## src/rtl/amc_map.vh

```
`ifndef AMC_MAP_VH
`define AMC_MAP_VH
// Mode-control word layout
`define AMC_MAP_BIT 15
`define AMC_SCAN_HI 14
`define AMC_SCAN_LO 11
`define AMC_PICK_HI 10
`define AMC_PICK_LO 7
`define AMC_RST_HI 6
`define AMC_RST_LO 5
`define AMC_PM_HI 4
`define AMC_PM_LO 3
`define AMC_TAG_BIT 2
`define AMC_SWC_BIT 1
// Reset values
`define AMC_SCAN_RST 4'h1
`define AMC_PICK_RST 4'h0
`define AMC_PM_RST 2'h0
`define AMC_TAG_RST 1'b0
`define AMC_SWC_RST 1'b0
`define AMC_MUX_RST 4'h0
// Idle pin levels, bit order: sclk, cs_n, din, convert start
`define AMC_PIN_IDLE 4'h2
// Scan codes
`define AMC_SCAN_HOLD 4'h0
`define AMC_SCAN_MANUAL 4'h1
`define AMC_SCAN_REPEAT 4'h2
`define AMC_SCAN_SWEEP 4'h3
// Reset field codes
`define AMC_RST_FIFO 2'h1
`define AMC_RST_ALL 2'h2
// Frame timing in serial clock edges
`define AMC_FRAME_BITS 5'd16
`define AMC_MUX_FALL 5'd13
`endif

```

## src/rtl/amc_mode_decode.v

```verilog
// Overview of operation
// RULE_01: Bit 15 zero routes word here
// RULE_02: Bits 4:3 select power mode
// RULE_03: Tag enable gives channel-prefixed 16-bit word
// RULE_04: Internal clock always tags channel
// RULE_05: Software trigger starts conversion at CS rise
// RULE_06: Controller rewrites trigger per conversion
// RULE_07: Scan code zero keeps scan mode
// RULE_08: Hold code still takes bits 6:3,1; the code also takes bit 2 (tag enable) under the hold code
// RULE_09: Controller may hold data line low
// RULE_10: Manual mode takes channel each frame
// RULE_11: Manual result returned next frame
// RULE_12: Manual: external clock, one channel, no averaging
// RULE_13: Repeat fills FIFO with 4-16 results
// RULE_14: Repeat: internal clock, picked channel, averaging
// RULE_15: Sweep converts channels 0 to N
// RULE_16: Sweep internal clock, ascending, averaging
// RULE_17: Sweep mux advances on 13th falling edge
// RULE_18: Averaging only with internal clock
// RULE_19: Bit 0 ignored
// RULE_20: New word applies at CS rise
`timescale 1ns/10ps
`default_nettype none
`include "amc_map.vh"
module amc_mode_decode (
  input wire clk_i,
  input wire sys_rst_i,
  input wire sclk_i,
  input wire cs_n_i,
  input wire din_i,
  input wire convert_start_pin_i,
  output reg [3:0] scan_mode_o,
  output reg [3:0] channel_pick_o,
  output reg [1:0] power_mode_select_o,
  output reg channel_tag_enable_o,
  output reg internal_clock_o,
  output reg averaging_allowed_o,
  output reg tag_output_o,
  output reg conv_start_o,
  output reg fifo_clear_o,
  output reg regs_reset_o,
  output reg [3:0] mux_channel_o,
  output reg [3:0] manual_result_channel_o
);
  // Pins in order: serial clock, select, data, convert start
  localparam [3:0] PIN_IDLE = `AMC_PIN_IDLE;
  wire [3:0] pin_raw;
  wire [3:0] pin_s;
  wire sclk_s;
  wire cs_n_s;
  wire din_s;
  wire cnv_s;
  assign pin_raw = {convert_start_pin_i, din_i, cs_n_i, sclk_i};
  assign sclk_s = pin_s[0];
  assign cs_n_s = pin_s[1];
  assign din_s = pin_s[2];
  assign cnv_s = pin_s[3];
  // Synchronisers reset to each pin's idle level: no false edge
  genvar g;
  generate
    for (g = 0; g < 4; g = g + 1) begin : g_sync
      amc_sync #(
        .RST_VAL(PIN_IDLE[g])
      ) u_sync (
        .clk_i(clk_i),
        .sys_rst_i(sys_rst_i),
        .d_i(pin_raw[g]),
        .q_o(pin_s[g])
      );
    end
  endgenerate

  reg sclk_q;
  reg cs_n_q;
  reg cnv_q;
  reg [15:0] shift_q;
  reg [4:0] rise_cnt_q;
  reg [4:0] fall_cnt_q;
  reg swc_q;
  reg [3:0] manual_pend_q;
  wire sclk_rise = sclk_s & ~sclk_q;
  wire sclk_fall = ~sclk_s & sclk_q;
  wire cs_fall = ~cs_n_s & cs_n_q;
  wire cs_rise = cs_n_s & ~cs_n_q;
  wire cnv_rise = cnv_s & ~cnv_q;
  wire [3:0] new_scan = shift_q[`AMC_SCAN_HI:`AMC_SCAN_LO];
  wire [3:0] new_pick = shift_q[`AMC_PICK_HI:`AMC_PICK_LO];
  wire [1:0] new_rst = shift_q[`AMC_RST_HI:`AMC_RST_LO];
  wire frame_ok = (rise_cnt_q == `AMC_FRAME_BITS);
  wire word_here = frame_ok & ~shift_q[`AMC_MAP_BIT]; // RULE_01
  wire is_int_d = (new_scan == `AMC_SCAN_REPEAT) |
    (new_scan == `AMC_SCAN_SWEEP);
  wire take_word = cs_rise & word_here; // RULE_20
  wire scan_known = (new_scan == `AMC_SCAN_MANUAL) | is_int_d;
  wire int_mode = (scan_mode_o == `AMC_SCAN_REPEAT) |
    (scan_mode_o == `AMC_SCAN_SWEEP);
  wire mux_step = !cs_n_s & sclk_fall &
    (fall_cnt_q == `AMC_MUX_FALL - 5'd1); // RULE_17

  always @(posedge clk_i) begin
    if (sys_rst_i) begin
      sclk_q <= 1'b0;
      cs_n_q <= 1'b1;
      cnv_q <= 1'b0;
      shift_q <= 16'h0000;
      rise_cnt_q <= 5'h00;
      fall_cnt_q <= 5'h00;
    end else begin
      sclk_q <= sclk_s;
      cs_n_q <= cs_n_s;
      cnv_q <= cnv_s;
      if (cs_fall) begin
        rise_cnt_q <= 5'h00;
        fall_cnt_q <= 5'h00;
      end else if (!cs_n_s) begin
        if (sclk_rise && rise_cnt_q != `AMC_FRAME_BITS) begin
          shift_q <= {shift_q[14:0], din_s};
          rise_cnt_q <= rise_cnt_q + 5'h01;
        end
        if (sclk_fall && fall_cnt_q != 5'h1f) begin
          fall_cnt_q <= fall_cnt_q + 5'h01;
        end
      end
    end
  end

  // Mode-control register fields
  always @(posedge clk_i) begin
    if (sys_rst_i) begin
      scan_mode_o <= `AMC_SCAN_RST;
      channel_pick_o <= `AMC_PICK_RST;
      power_mode_select_o <= `AMC_PM_RST;
      channel_tag_enable_o <= `AMC_TAG_RST;
      swc_q <= `AMC_SWC_RST;
    end else if (take_word) begin // RULE_20
      // Bit 0 never looked at
      power_mode_select_o <=
        shift_q[`AMC_PM_HI:`AMC_PM_LO]; // RULE_02 RULE_08 RULE_19
      channel_tag_enable_o <= shift_q[`AMC_TAG_BIT]; // RULE_08
      swc_q <= shift_q[`AMC_SWC_BIT]; // RULE_08
      // Hold and unknown codes keep scan mode and channel
      if (scan_known) begin // RULE_07
        scan_mode_o <= new_scan;
        channel_pick_o <= new_pick; // RULE_10
      end
    end
  end

  // Mode-derived flags
  always @(posedge clk_i) begin
    if (sys_rst_i) begin
      internal_clock_o <= 1'b0;
      averaging_allowed_o <= 1'b0;
      tag_output_o <= 1'b0;
    end else begin
      internal_clock_o <= int_mode; // RULE_12 RULE_14 RULE_16
      averaging_allowed_o <= int_mode; // RULE_18
      tag_output_o <= channel_tag_enable_o |
        internal_clock_o; // RULE_03 RULE_04
    end
  end

  // Conversion start, internal clock modes only: pin edge while trigger bit clear, or trigger bit at select rise
  always @(posedge clk_i) begin
    if (sys_rst_i) begin
      conv_start_o <= 1'b0;
    end else begin
      conv_start_o <= 1'b0;
      if (internal_clock_o && !swc_q && cnv_rise) begin
        conv_start_o <= 1'b1;
      end
      if (take_word && shift_q[`AMC_SWC_BIT]) begin
        if (new_scan == `AMC_SCAN_HOLD && internal_clock_o) begin
          conv_start_o <= 1'b1; // RULE_05 RULE_06 RULE_07
        end else if (is_int_d) begin
          conv_start_o <= 1'b1; // RULE_05
        end
      end
    end
  end

  // Reset field pulses; the FIFO is cleared by both codes
  always @(posedge clk_i) begin
    if (sys_rst_i) begin
      fifo_clear_o <= 1'b0;
      regs_reset_o <= 1'b0;
    end else begin
      fifo_clear_o <= take_word &
        ((new_rst == `AMC_RST_FIFO) | (new_rst == `AMC_RST_ALL)); // RULE_08
      regs_reset_o <= take_word & (new_rst == `AMC_RST_ALL); // RULE_08
    end
  end

  // Input mux: reloaded by a scan word, stepped once per frame in sweep mode
  always @(posedge clk_i) begin
    if (sys_rst_i) begin
      mux_channel_o <= `AMC_MUX_RST;
    end else if (take_word && scan_known) begin
      if (new_scan == `AMC_SCAN_SWEEP) begin
        mux_channel_o <= 4'h0; // RULE_15
      end else begin
        mux_channel_o <= new_pick;
      end
    end else if (mux_step) begin
      if (scan_mode_o == `AMC_SCAN_SWEEP) begin
        if (mux_channel_o >= channel_pick_o) begin // RULE_15
          mux_channel_o <= 4'h0;
        end else begin
          mux_channel_o <= mux_channel_o + 4'h1; // RULE_17 RULE_16
        end
      end else if (scan_mode_o == `AMC_SCAN_REPEAT) begin
        mux_channel_o <= channel_pick_o; // RULE_13 RULE_14
      end
    end
  end

  // Manual mode: channel named now is reported next frame
  always @(posedge clk_i) begin
    if (sys_rst_i) begin
      manual_pend_q <= 4'h0;
      manual_result_channel_o <= 4'h0;
    end else if (take_word && new_scan == `AMC_SCAN_MANUAL) begin
      manual_result_channel_o <= manual_pend_q; // RULE_11
      manual_pend_q <= new_pick; // RULE_10 RULE_12
    end
  end
endmodule // amc_mode_decode
`default_nettype wire

```

## src/rtl/amc_sync.v

```verilog
`timescale 1ns/10ps
`default_nettype none
module amc_sync #(
  parameter [0:0] RST_VAL = 1'b0
) (
  input wire clk_i,
  input wire sys_rst_i,
  input wire d_i,
  output reg q_o
);
  reg meta_q;
  always @(posedge clk_i) begin
    if (sys_rst_i) begin
      meta_q <= RST_VAL;
      q_o <= RST_VAL;
    end else begin
      meta_q <= d_i;
      q_o <= meta_q;
    end
  end
endmodule // amc_sync
`default_nettype wire

```

## config.mk

```make
export PLATFORM = sky130hd
export DESIGN_NAME = amc_mode_decode
export DESIGN_NICKNAME = d
export VERILOG_FILES = /design/src/rtl/amc_mode_decode.v /design/src/rtl/amc_sync.v
export VERILOG_INCLUDE_DIRS = /design/src /design/src/rtl
export SDC_FILE = /design/constraint.sdc
export NUM_CORES = 1
export LEC_CHECK = 0
export BUFFER_PORTS_ARGS = -buffer_cell sky130_fd_sc_hd__buf_2
export CAP_MARGIN = 20
export CORE_AREA = 3 3 86 88
export CTS_CLUSTER_DIAMETER = 100
export DETAILED_ROUTE_END_ITERATION = 8
export DIE_AREA = 0 0 89 91
export PLACE_DENSITY = 0.61
export SETUP_SLACK_MARGIN = 0.15
export SLEW_MARGIN = 10
export SYNTH_ARGS = -nofsm -noshare
export SYNTH_HDL_FRONTEND = slang
export SYNTH_SLANG_ARGS = --single-unit
```

## constraint.sdc

```tcl
create_clock -name clk_i -period 2.25 [get_ports clk_i]
set_input_delay 0.675 -clock clk_i [delete_from_list [all_inputs] [get_ports clk_i]]
set_output_delay 0.675 -clock clk_i [all_outputs]
set_load 0.005 [all_outputs]
```

==> Word-level counts from Yosys, hierarchy flattened <==
Index checks and enable logic that the tools add are counted.
{ "totals": {"register_bits": 66, "input_bits": 6, "out_inout_bits": 25, "elab_cells": 94} }
{ "op_classes": {"addsub": 3, "magnitude_cmp": 1, "n_eq_ne": 11, "mux": 10, "n_bitwise": 23, "n_reduce_logical": 19} }
{ "op_table": {"columns": ["operator", "n"], "rows": [
  ["2-to-1 mux 4 bit", 6],
  ["== test 4 x 2 -> 1 bit, second input constant", 4],
  ["AND 1 bit", 11],
  ["adder 5 x 1 -> 5 bit, second input constant", 2],
  ["inequality test 5 bit, second input constant", 2],
  ["logical AND 1 bit", 8],
  ["AND reduction 2 bit", 4],
  ["NOT 1 bit", 7],
  ["== test 5 x 4 -> 1 bit, second input constant", 1],
  ["== test 5 bit, second input constant", 1],
  ["OR 1 bit", 5],
  ["adder 4 x 1 -> 4 bit, second input constant", 1],
  ["== test 4 x 1 -> 1 bit, second input constant", 1],
  ["greater-or-equal comparator 4 bit", 1],
  ["zero test 4 bit", 1],
  ["2-to-1 mux 1 bit", 4],
  ["AND reduction 3 bit", 1],
  ["nonzero test 3 bit", 1],
  ["== test 2 x 1 -> 1 bit, second input constant", 1],
  ["== test 2 bit, second input constant", 1],
  ["zero test 1 bit", 2],
  ["nonzero test 2 bit", 1],
  ["OR reduction 2 bit", 1]
]} }

==> Longest topological paths before layout <==
Gate-level depths: netlist (run 1).
{ "depth": {"word_depth": 7, "mapped_depth": 10, "mapped_depth_nobuf": 7} }

==> Cells and area by module <==
From an unflattened synthesis (run 1), not the netlist that was laid out.
{ "unflattened": {"cells_unflattened": 277, "area_unflattened_um2": 2710.1} }
{ "by_module_without_submodules": {"columns": ["module", "n_inst", "cells_each", "area_per_inst_um2", "seq_area_each_um2"], "rows": [
  ["amc_mode_decode", 1, 261, 2499.9, 1161.1],
  ["amc_sync", 4, 4, 52.6, 40.0]
]} }

==> Worst setup path after synthesis (run 1) <==
Ideal clock, no wire load.
{ "synth_path": {"kind": "register to register", "from": "register rise_cnt_q[0]", "to": "register shift_q[15]", "setup_time_ns": 0.128, "arrival_ns": 1.888, "t_required_ns": 2.122, "slack_ns": 0.235, "stages_incl_launch_ff": 11, "n_path_buf": 3, "synth_period_minus_slack_ns": 2.015, "cell_sequence": "dfxtp_1 -> inv_1 -> ha_1 -> nor4bb_2 -> buf_6 -> nor4b_4 -> and2b_1 -> buf_6 -> buf_12 -> mux2i_1 -> nor2_1"} }
{ "synth_via": {"elab_chain_cells": 3} }
{ "synth_rtl": {"columns": ["item", "line", "rtl"], "rows": [
  ["start: declaration", "amc_mode_decode.v:77", "reg [4:0] rise_cnt_q;"],
  ["start signal: assignment", "amc_mode_decode.v:118", "rise_cnt_q <= rise_cnt_q + 5'h01;"],
  ["inequality test 5 bit (no source line)", null, null],
  ["logical AND 1 bit (no source line)", null, null],
  ["AND reduction 3 bit (no source line)", null, null],
  ["end signal: assignment", "amc_mode_decode.v:117", "shift_q <= {shift_q[14:0], din_s};"],
  ["end: declaration", "amc_mode_decode.v:76", "reg [15:0] shift_q;"]
]} }
No other way between the ends.
A chain may end at the register's enable or synchronous reset.

==> Worst setup path in the final report (run 1) <==
{ "layout_path": {"from": "register rise_cnt_q[1]", "to": "register shift_q[0]"} }
The elaborated chain is that of the path after synthesis.

==> results.ini, run 1 <==
[worst_setup_path]
crit_slowest_cell=dfxtp_1
end_kind=flip-flop
worstReg2RegStart=rise_cnt_q[1]
critPathKind=flip-flop to flip-flop
start_kind=flip-flop
cp.required_ps=2470
path_cells=inv_1 -> ha_1 -> nor4bb_2 -> buf_4 -> nor4b_4 -> and2b_1 -> buf_12 -> mux2i_1 -> nor2_1
path_max_fanout=16
crit_start=rise_cnt_q[1]
critPathArrivalTime_ps=2120
crit_buf_inv=3
critical-path-top-delay-family=simple AND/OR/NAND/NOR gates
max_stage_delay_ps=370

[die]
die-area_sq_mm=0.008099
ios=31
initial_core_util=0.4058
fp.dieW_um=89
num_rows=30
core_sq_mm=0.006719
die_h_um=91

[min_path]
hold_class=flip-flop to flip-flop
min_from=g_sync[1].u_sync.meta_q

[timing]
slew_headroom=0.6685
worst_pin_slew_ps=496.3
maxSlewViolCount=0
period_share=0.8471
hold_viol=0
finalSetupViolCount=0
clock.fmax_ghz=0.5247
rsz0062_at_grt=no
period_minus_slack_ps=1906
fin_skew_ps=6.728
tns_ps=0

[logic_synthesis]
synthArstFlopShare=0
synth_top_flop_cell=dfxtp_1
ys_top_cells_by_count=66 x dfxtp_1, 43 x nor2_1, 26 x mux2i_1, 17 x nand2_1, 14 x a21oi_1
yosysWarnings=0
synth_top_cell_area_share=0.4846
synth_edf_count=0
synth_area_leaders=dfxtp_1 48%, mux2i_1 9.5%, nor2_1 5.9%, ha_1 5.0%, a21oi_1 2.6%
syn_avg_cell_area_sq_um=9.950
synth_area_sq_mm=0.002726
ys_seq_area_frac=0.4846
ys_ff_latch=66
yosysMostFrequentCell=dfxtp_1
synth_cell_types=44
syn_inst=274
syn-num-nets=291
synth_top_area_cell=dfxtp_1

[clocking]
cts_tree=done
cts_buffer_depth=2
clk_latency_ps=340
cts_setup_buffers=0
hold_buffers=0
clkTransAtPathRegs_ps=70
cts_resized=0
cts.sink_count=66
root_buffer=clkbuf_8
cts_max_level=3
cts_buffers=9

[finish]
syn2layout_area_growth_pct=15.74
fin_area_sq_mm=0.003156
nets=323
num_antenna_cells=0
final_util=0.4696
drive_above_1_share=0.2090

[pwr]
comb_power_share=0.016
switchingPower_mw=0.4822
p_leak_nw=1.217
swShare=0.2104
power_density_mw_per_mm2=726.3
p_seq_frac=0.515
irDropWorstVdd_uv=444.5
intPower_mw=1.810
power_frac_clock=0.469

[grt]
grtUsageMet3=0.04991
track_usage=0.1334
grt_most_used_layer=met2
grt_antenna_before_repair=0
gr-usage-met2=0.2135
grt_pass1_wl_um=8625
met1_usage=0.1646
grt_pass1_vias=1911
gr-total-overflow=0
grt_max_degree=33

[routing]
initialDrtViolationCount=81
first_pass_iters=4
wire_per_inst_um=12.49
ant_nets=0
wl_um=4883
num_vias=1934
drc_errors=0
vias_per_cell=4.946

[job]
drv_cap=0

[placed_design]
dp_hpwl_um=3409
portBuffers=30
place_congestion=0.7959
postPlaceCellArea_sq_mm=0.002937

[run_status]
status=complete, no violations

-- cell type report --
class / instances / area (sq um)
inverters: 10 / 37.54
clock inverters: 7 / 93.84
clock buffers: 9 / 123.9
repair buffers: 35 / 200.2
flip-flops and latches: 66 / 1323
multi-input cells: 184 / 1277
fillers: 666 / 3563
well taps: 80 / 100.1
-- registers in the layout, indices dropped and copies added (netlist names), 4 cells and up --
name                     flops
shift_q                     16
rise_cnt_q                   5
g_sync.u_sync.meta_q         4
channel_pick_o               4
manual_pend_q                4
g_sync.u_sync.q_o            4
scan_mode_o                  4
fall_cnt_q                   5
manual_result_channel_o      4
mux_channel_o                4
-- worst paths after layout --
check                    endpoint  slack, ps  cells after the start
min          g_sync[1].u_sync.q_o        410                      1
max reg2reg            shift_q[0]        340                      9
max                    shift_q[0]        340                      9
min reg2reg  g_sync[1].u_sync.q_o        410                      1
-- through the flow --
stage                     power (mW)  hold WS [ps]  worst slack (ps)  cells
after detailed placement       1.244         395.7             284.5    375
after CTS                      2.327         413.3             268.5    391
final                          2.292         408.4             344.1    391
after floorplan                1.233         389.5             234.9    274
after global placement         1.244         393.6             349.3    375
after global routing           2.379         418.9             181.6    391
-- routing by layer --
metal | vias up | routed length (um)
met1 | 897 | 2254
met3 | 7 | 217
met4 | 0 | 55
li1 | 998 | -
met2 | 32 | 2356
met5 | - | 0
-- cells in the final DEF, fill, tap and decap left out, drive strengths merged, types with 5 or more instances in the layout --
cell    instances
dfxtp          66
nor2           44
buf            35
mux2i          26
nand2          19
a21oi          14
nor2b          11
ha             11
inv            10
clkbuf          9
nor3b           7
xor2            6
nand3           6
nor3            5
-- cells by family (layout without fill, tap and decap cells) --
family                   count (synthesis)  in the layout  synth area share
XOR/XNOR                                10             10           0.03212
adder cells (fa/ha/maj)                 11             11           0.05048
flip-flops                              66             66            0.4846
AND/OR/NAND/NOR                        111            111            0.2240
multiplexers                            26             26           0.09546
AO/OA/AOI/OAI                           26             26           0.06654
buffers and inverters                   24             61           0.04681
-- power by group through the flow --
stage | logic (mW) | clock network, mW | registers [mW]
after floorplan | 0.0272 | 0 | 1.21
after global placement | 0.0370 | 0 | 1.21
after detailed placement | 0.0371 | 0 | 1.21
after CTS | 0.0372 | 1.11 | 1.18
after global routing | 0.0410 | 1.16 | 1.18
final | 0.0362 | 1.08 | 1.18
Power figures use the tool's default switching activity.
==> run 2: changes to the inputs <==
--- a/config.mk
+++ b/config.mk
@@ -6,13 +6,14 @@
 export SDC_FILE = /design/constraint.sdc
 export NUM_CORES = 1
 export LEC_CHECK = 0
+export ABC_AREA = 1
 export BUFFER_PORTS_ARGS = -buffer_cell sky130_fd_sc_hd__buf_2
 export CAP_MARGIN = 20
 export CORE_AREA = 3 3 86 88
 export CTS_CLUSTER_DIAMETER = 100
 export DETAILED_ROUTE_END_ITERATION = 8
 export DIE_AREA = 0 0 89 91
-export PLACE_DENSITY = 0.61
+export PLACE_DENSITY = 0.64
 export SETUP_SLACK_MARGIN = 0.15
 export SLEW_MARGIN = 10
 export SYNTH_ARGS = -nofsm -noshare
==> constraint.sdc (replaced) <==
create_clock -name clk_i -period 1.54 [get_ports clk_i]
set_input_delay 0.462 -clock clk_i [delete_from_list [all_inputs] [get_ports clk_i]]
set_output_delay 0.462 -clock clk_i [all_outputs]
set_load 0.005 [all_outputs]
==> run 2 against run 1 <==
- the run now ends with setup timing left
- synthesized cell count increased by 29%
- clock skew increased by 2.6 ps
- maximum frequency increased by 22%
- non-clock buffer count is 33 higher
- cell area is 24% higher
- utilization up 11 points
- area after synthesis increased by 1.0%
- worst setup slack worse by 360 ps
- count of clock-buffer cells in the layout rose by 3
- via count rose by 29%
- sequential share of layout area is 7.4 points lower
- global-route usage is 3.1 points higher
==> results.ini, run 2 <==
[logic_synthesis]
synth_top_flop_cell=dfxtp_1  ; unchanged
synth_cell_types=27  ; was 44
synth_area_leaders=dfxtp_1 48%, nor2_1 7.0%, inv_1 6.8%, a21oi_1 6.2%, o21ai_0 5.1%  ; was dfxtp_1 48%, mux2i_1 9.5%, nor2_1 5.9%, ha_1 5.0%, a21oi_1 2.6%
ys_top_cells_by_count=66 x dfxtp_1, 51 x nor2_1, 50 x inv_1, 37 x nand2_1, 34 x a21oi_1  ; was 66 x dfxtp_1, 43 x nor2_1, 26 x mux2i_1, 17 x nand2_1, 14 x a21oi_1
syn-num-nets=370  ; was 291
synth_top_cell_area_share=0.4798  ; was 0.4846
syn_inst=353  ; was 274
yosysMostFrequentCell=dfxtp_1  ; unchanged
yosysWarnings=0  ; unchanged
synth_top_area_cell=dfxtp_1  ; unchanged
synthArstFlopShare=0  ; unchanged
syn_avg_cell_area_sq_um=7.801  ; was 9.950 sq um
ys_ff_latch=66  ; unchanged
ys_seq_area_frac=0.4798  ; was 0.4846
synth_area_sq_mm=0.002754  ; was 0.002726 sq mm
synth_edf_count=0  ; unchanged

[finish]
reg_top3=shift_q x16, fall_cnt_q x5, rise_cnt_q x5  ; unchanged
syn2layout_area_growth_pct=41.57  ; was 15.74%
num_antenna_cells=0  ; unchanged
final_util=0.5803  ; was 0.4696
nets=439  ; was 323
final_cell_mix=52 x dfxtp_1, 46 x nor2_1, 45 x inv_1, 29 x buf_2, 27 x nand2_1  ; was 65 x dfxtp_1, 43 x nor2_1, 30 x buf_2, 26 x mux2i_1, 17 x nand2_1
fillerInstances=587  ; was 666
regMostFlops=shift_q  ; unchanged
largest_reg_flops=16  ; unchanged
layout_commonest_cell=dfxtp_1  ; unchanged
drive_above_1_share=0.4014  ; was 0.2090

[timing]
tns_ps=-34.52  ; was 0 ps
finalWorstSetupSlack_ps=-17.85  ; was 344.1 ps
rsz0062_at_grt=yes  ; was no
clock.fmax_ghz=0.6419  ; was 0.5247 GHz
slew_headroom=0.7287  ; was 0.6685
hold_viol=0  ; unchanged
period_minus_slack_ps=1558  ; was 1906 ps
period_share=1.012  ; was 0.8471
fin_skew_ps=9.296  ; was 6.728 ps
maxSlewViolCount=0  ; unchanged
finalSetupViolCount=4  ; was 0
hold_ws_ps=312.6  ; was 408.4 ps
worst_pin_slew_ps=406.4  ; was 496.3 ps

[grt]
grt_max_degree=23  ; was 33
gr-total-overflow=0  ; unchanged
grt_pass1_wl_um=10530  ; was 8625 um
grt_antenna_before_repair=0  ; unchanged
track_usage=0.1645  ; was 0.1334
grt_pass1_vias=2372  ; was 1,911

[die]
fp.dieW_um=89  ; unchanged
die_h_um=91  ; unchanged
num_rows=30  ; unchanged
core_sq_mm=0.006719  ; unchanged
initial_core_util=0.4099  ; was 0.4058
die-area_sq_mm=0.008099  ; unchanged
ios=31  ; unchanged

[clocking]
cts_buffers=9  ; unchanged
root_buffer=clkbuf_8  ; unchanged
clkTransAtPathRegs_ps=70  ; about the same
cts.sink_count=66  ; unchanged
cts_tree=done  ; unchanged
cts_max_level=3  ; unchanged
cts_buffer_depth=2  ; unchanged
clk_latency_ps=340  ; about the same
hold_buffers=0  ; unchanged

[placed_design]
place_congestion=0.8173  ; was 0.7959
post-place-ws_ps=-35.24  ; was 284.5 ps
portBuffers=30  ; unchanged
dp_hpwl_um=4010  ; was 3409 um

[worst_setup_path]
path_cells=inv_2 -> ha_4 -> nand2_1 -> inv_1 -> nand2_2 -> nand3_4 -> nor2_4 -> buf_6 -> buf_12 -> o21ai_1 -> a21oi_1  ; was inv_1 -> ha_1 -> nor4bb_2 -> buf_4 -> nor4b_4 -> and2b_1 -> buf_12 -> mux2i_1 -> nor2_1
start_kind=flip-flop  ; unchanged
cp.required_ps=1800  ; was 2470 ps
critPathKind=flip-flop to flip-flop  ; unchanged
max_stage_delay_ps=330  ; was 370 ps
r2r_cells=11  ; was 9
end_kind=flip-flop  ; unchanged
critPathArrivalTime_ps=1820  ; was 2120 ps
crit_slowest_cell=dfxtp_2  ; was dfxtp_1
path_max_fanout=7  ; was 16

[routing]
wl_um=6480  ; was 4883 um
ant_nets=0  ; unchanged
initialDrtViolationCount=99  ; was 81
first_pass_iters=4  ; unchanged
wire_per_inst_um=12.81  ; was 12.49 um
vias_per_cell=4.929  ; was 4.946
drc_errors=0  ; unchanged
num_vias=2494  ; was 1,934

[pwr]
p_leak_nw=1.683  ; was 1.217 nW
report.power.total_mw=3.209  ; was 2.292 mW
irDropWorstVdd_uv=627.2  ; was 444.5 uV
power_density_mw_per_mm2=823.0  ; was 726.3 mW/mm^2

[min_path]
whs_path_depth=2  ; was 1
hold_class=input port to flip-flop  ; was flip-flop to flip-flop

[job]
drv_cap=0  ; unchanged

[run_status]
violations=setup timing
status=finished with violations  ; was complete, no violations

[run 2: changes by cell type in the layout (fill, tap and decap cells not counted), sizes merged, moves of 6 or more]
cell and change:
mux2i -26, nor3b -6, a21oi +20, nand2 +24, o21ai +40, nor2 +13
nor2b -11, buf +33, nand3 +12, inv +41, xor2 -6
[run 2: metal layers]
layer  vias to the layer above  GRT usage  share of wire
met3                        10    0.04356          0.025
met4                         0    0.05955          0.018
met2                        39     0.2649           0.48
li1                       1281          -              -
met1                      1164     0.2093           0.48
met5                         -          0              0
[run 2: cells by family after synthesis]
logic type	share of synthesized area
xor gates and xnor gates	0.003181
buffers and inverters	0.09723
AOI/OAI and AO/OA	0.1390
adders and majority gates	0.04998
DFF	0.4798
and+or+nand+nor	0.2308
[run 2: repair_timing]
action,CTS,global route
buffers inserted,9,11
gates resized for setup,43,83
setup endpoints to repair,47,59
cloned,5,0
pin swaps,10,22
[run 2: worst paths after layout]
check / startpoint / to / slack, ps
max: rise_cnt_q[0] / shift_q[12] / -20
min: cs_n_i / g_sync[1].u_sync.meta_q / 310
max reg2reg: rise_cnt_q[0] / shift_q[12] / -20
min reg2reg: g_sync[0].u_sync.meta_q / g_sync[0].u_sync.q_o / 400
[run 2: area by class of cell]
cell class | count | area (sq um) | share of cell area
Clock buffer | 12 | 145.1 | 0.03723
Multi-Input combinational cell | 226 | 1475 | 0.3784
Tap cell | 80 | 100.1 | 0.02567
Inverter | 51 | 193.9 | 0.04974
Clock inverter | 3 | 40.04 | 0.01027
Sequential cell | 66 | 1344 | 0.3447
Timing Repair Buffer | 68 | 600.6 | 0.1540
[run 2: report_power, final]
group | leakage [nW] | internal (mW) | switching, mW
combinational | 1.05 | 0.0347 | 0.0565
clock | 0.0962 | 0.779 | 0.616
sequential | 0.541 | 1.72 | 0.00611
total | 1.68 | 2.53 | 0.679
[run 2: critical path: cells and delay by family (launching register included)]
| family | cells | cell delay (ps) |
|---|---|---|
| simple gates | 4 | 470 |
| flops | 1 | 330 |
| compound gates | 2 | 210 |
| buf+inv | 4 | 330 |
| fa+ha+maj | 1 | 140 |
[run 2: per-stage QoR]
step                instance area (sq um)  std cells
floorplan                            2771        353
global placement                     3077        466
detailed placement                   3077        466
CTS                                  3552        495
global route                         3899        506
finish                               3899        506
==> run 3: changes to the inputs <==
--- a/config.mk
+++ b/config.mk
@@ -13,8 +13,9 @@
 export CTS_CLUSTER_DIAMETER = 100
 export DETAILED_ROUTE_END_ITERATION = 8
 export DIE_AREA = 0 0 89 91
-export PLACE_DENSITY = 0.64
+export PLACE_DENSITY = 0.62
 export SETUP_SLACK_MARGIN = 0.15
+export SKIP_CTS_REPAIR_TIMING = 1
 export SLEW_MARGIN = 10
 export SYNTH_ARGS = -nofsm -noshare
 export SYNTH_HDL_FRONTEND = slang
==> constraint.sdc (replaced) <==
create_clock -name clk_i -period 1.53 [get_ports clk_i]
set_input_delay 0.459 -clock clk_i [delete_from_list [all_inputs] [get_ports clk_i]]
set_output_delay 0.459 -clock clk_i [all_outputs]
set_load 0.005 [all_outputs]
==> run 3 against run 2 <==
- utilization decreased by 3.1 points
- the run still ends with setup timing left
- sequential share of layout area increased by 1.9 points
- cell area decreased by 5.4%
- maximum frequency increased by 0.31%
- largest power group unchanged
- critical path depth unchanged
- die area unchanged
- clock power increased by 6%
- sequential power about the same
==> results.ini, run 3 (synthesis gave the netlist of run 2 again) <==
[placed_design]
dp_hpwl_um=3956  ; was 4010 um
portBuffers=30  ; unchanged
dp.cells=465  ; was 466
place_congestion=0.7721  ; was 0.8173

[clocking]
cts.sink_count=66  ; unchanged
clk_latency_ps=340  ; about the same
cts_tree=done  ; unchanged
cts_buffer_depth=2  ; unchanged
cts_buffers=9  ; unchanged
cts_max_level=3  ; unchanged
clkTransAtPathRegs_ps=70  ; about the same
root_buffer=clkbuf_8  ; unchanged

[die]
initial_core_util=0.4099  ; unchanged
die-area_sq_mm=0.008099  ; unchanged
core_sq_mm=0.006719  ; unchanged
fp.dieW_um=89  ; unchanged
ios=31  ; unchanged
die_h_um=91  ; unchanged
num_rows=30  ; unchanged

[finish]
syn2layout_area_growth_pct=33.94  ; was 41.57%
reg_top3=shift_q x16, fall_cnt_q x5, rise_cnt_q x5  ; unchanged
regMostFlops=shift_q  ; unchanged
drive_above_1_share=0.3519  ; was 0.4014
num_antenna_cells=0  ; unchanged
layout_commonest_cell=dfxtp_1  ; unchanged
final_cells=492  ; was 506
nets=425  ; was 439
final_cell_mix=54 x dfxtp_1, 47 x nor2_1, 45 x inv_1, 32 x nand2_1, 29 x a21oi_1  ; was 52 x dfxtp_1, 46 x nor2_1, 45 x inv_1, 29 x buf_2, 27 x nand2_1
largest_reg_flops=16  ; unchanged

[run_status]
status=finished with violations  ; unchanged
violations=setup timing  ; unchanged

[pwr]
swShare=0.2025  ; was 0.2116
intPower_mw=2.636  ; was 2.530 mW
irDropWorstVdd_uv=582.2  ; was 627.2 uV
switchingPower_mw=0.6694  ; was 0.6788 mW
p_leak_nw=1.579  ; was 1.683 nW
report.power.total_mw=3.306  ; was 3.209 mW
power_frac_clock=0.449  ; was 0.435
p_seq_frac=0.524  ; was 0.537
power_density_mw_per_mm2=896.2  ; was 823.0 mW/mm^2
comb_power_share=0.026  ; was 0.028

[routing]
drc_errors=0  ; unchanged
wire_per_inst_um=12.50  ; was 12.81 um
first_pass_iters=4  ; unchanged
num_vias=2420  ; was 2,494
ant_nets=0  ; unchanged
vias_per_cell=4.919  ; was 4.929
initialDrtViolationCount=109  ; was 99
wl_um=6149  ; was 6480 um

[grt]
grt_antenna_before_repair=0  ; unchanged
gr-total-overflow=0  ; unchanged
grt_pass1_vias=2091  ; was 2,372
track_usage=0.1463  ; was 0.1645
grt_pass1_wl_um=9280  ; was 10,530 um
grt_max_degree=29  ; was 23

[job]
drv_cap=0  ; unchanged

[worst_setup_path]
r2r_setup_slack_ps=-20  ; about the same
crit_slowest_cell=dfxtp_2  ; unchanged
crit_buf_inv=4  ; unchanged
cp.required_ps=1800  ; about the same
max_stage_delay_ps=340  ; was 330 ps
end_kind=flip-flop  ; unchanged
r2r_cells=11  ; unchanged
critPathArrivalTime_ps=1830  ; was 1820 ps
crit_top_cell=inv_2
path_cells=inv_2 -> ha_4 -> nand2_2 -> inv_2 -> nand2_4 -> buf_6 -> nand3_4 -> nor2_4 -> clkbuf_16 -> o21ai_2 -> a21oi_1  ; was inv_2 -> ha_4 -> nand2_1 -> inv_1 -> nand2_2 -> nand3_4 -> nor2_4 -> buf_6 -> buf_12 -> o21ai_1 -> a21oi_1
path_max_fanout=14  ; was 7
worstReg2RegStart=rise_cnt_q[0]  ; unchanged
start_kind=flip-flop  ; unchanged
critPathKind=flip-flop to flip-flop  ; unchanged
r2r_end=shift_q[13]  ; was shift_q[12]
critical-path-top-delay-family=simple AND/OR/NAND/NOR gates  ; unchanged

[min_path]
min_from=cs_n_i  ; unchanged
hold_class=input port to flip-flop  ; unchanged
whs_path_depth=2  ; unchanged
holdPathEnd=g_sync[1].u_sync.meta_q  ; unchanged

[timing]
period_minus_slack_ps=1553  ; was 1558 ps
finalWorstSetupSlack_ps=-23.07  ; was -17.85 ps
clock.fmax_ghz=0.6439  ; was 0.6419 GHz
period_share=1.015  ; was 1.012
worst_pin_slew_ps=323.9  ; was 406.4 ps
hold_viol=0  ; unchanged
rsz0062_at_grt=yes  ; unchanged
slew_headroom=0.7841  ; was 0.7287
finalSetupViolCount=3  ; was 4
maxSlewViolCount=0  ; unchanged
fin_skew_ps=11.24  ; was 9.296 ps

## run 3: cell count changes in the layout (fill, tap and decap cells not counted), moves of 3 or more
cell	change
buf_4	-6
nand2_1	+5
o21ai_0	+5
buf_6	-4
nand2_2	-4
a21oi_1	+3
a21oi_2	-3
buf_16	-3
clkbuf_16	+3
nor3_2	+3
nor3_4	-3
o21ai_2	-3
## run 3: layout make-up
class,instances,area (sq um)
Multi-Input combinational cell,225,1389
Fill cell,607,3030
Sequential cell,66,1341
Clock buffer,13,168.9
Inverter,51,191.4
Clock inverter,2,35.03
Timing Repair Buffer,55,462.9
Tap cell,80,100.1
## run 3: layer usage
metal / vias up / GRT usage / share of wire
li1: 1256 / - / -
met1: 1104 / 0.1903 / 0.45
met2: 53 / 0.2222 / 0.49
met3: 7 / 0.04446 / 0.046
met4: 0 / 0.06328 / 0.011
met5: - / 0 / 0
## run 3: power by group through the flow
stage                     logic [mW]  clock network, mW  registers [mW]
after floorplan               0.0431                  0            1.77
after global placement        0.0724                  0            1.78
after detailed placement      0.0735                  0            1.78
after CTS                     0.0738               1.52            1.74
after global routing          0.0966               1.61            1.73
final                         0.0864               1.49            1.73
## run 3: worst max path at each step
stage | from | endpoint | slack (ps) | cells past startpoint
global route | rise_cnt_q[0] | shift_q[3] | -110 | 11
global placement | rise_cnt_q[0] | mux_channel_o[3] | 30 | 12
CTS | rise_cnt_q[1] | mux_channel_o[3] | 6 | 12
floorplan | rise_cnt_q[0] | mux_channel_o[0] | 100 | 12
detailed placement | rise_cnt_q[1] | mux_channel_o[3] | 10 | 12
finish | rise_cnt_q[0] | shift_q[13] | -20 | 11
## run 3: through the flow
| step | instance area [sq um] | utilization | setup slack (ps) | TNS [ps] | hold WS [ps] |
|---|---|---|---|---|---|
| floorplan | 2771 | - | 101.7 | 0 | 388.3 |
| global placement | 3082 | 0.4587 | 34.69 | 0 | 391.1 |
| detailed placement | 3082 | 0.4587 | 9.693 | 0 | 392.1 |
| CTS | 3286 | 0.4890 | 6.164 | 0 | 291.7 |
| global route | 3689 | 0.5490 | -107.7 | -1997 | 294.4 |
| finish | 3689 | 0.5490 | -23.07 | -46.71 | 307.7 |
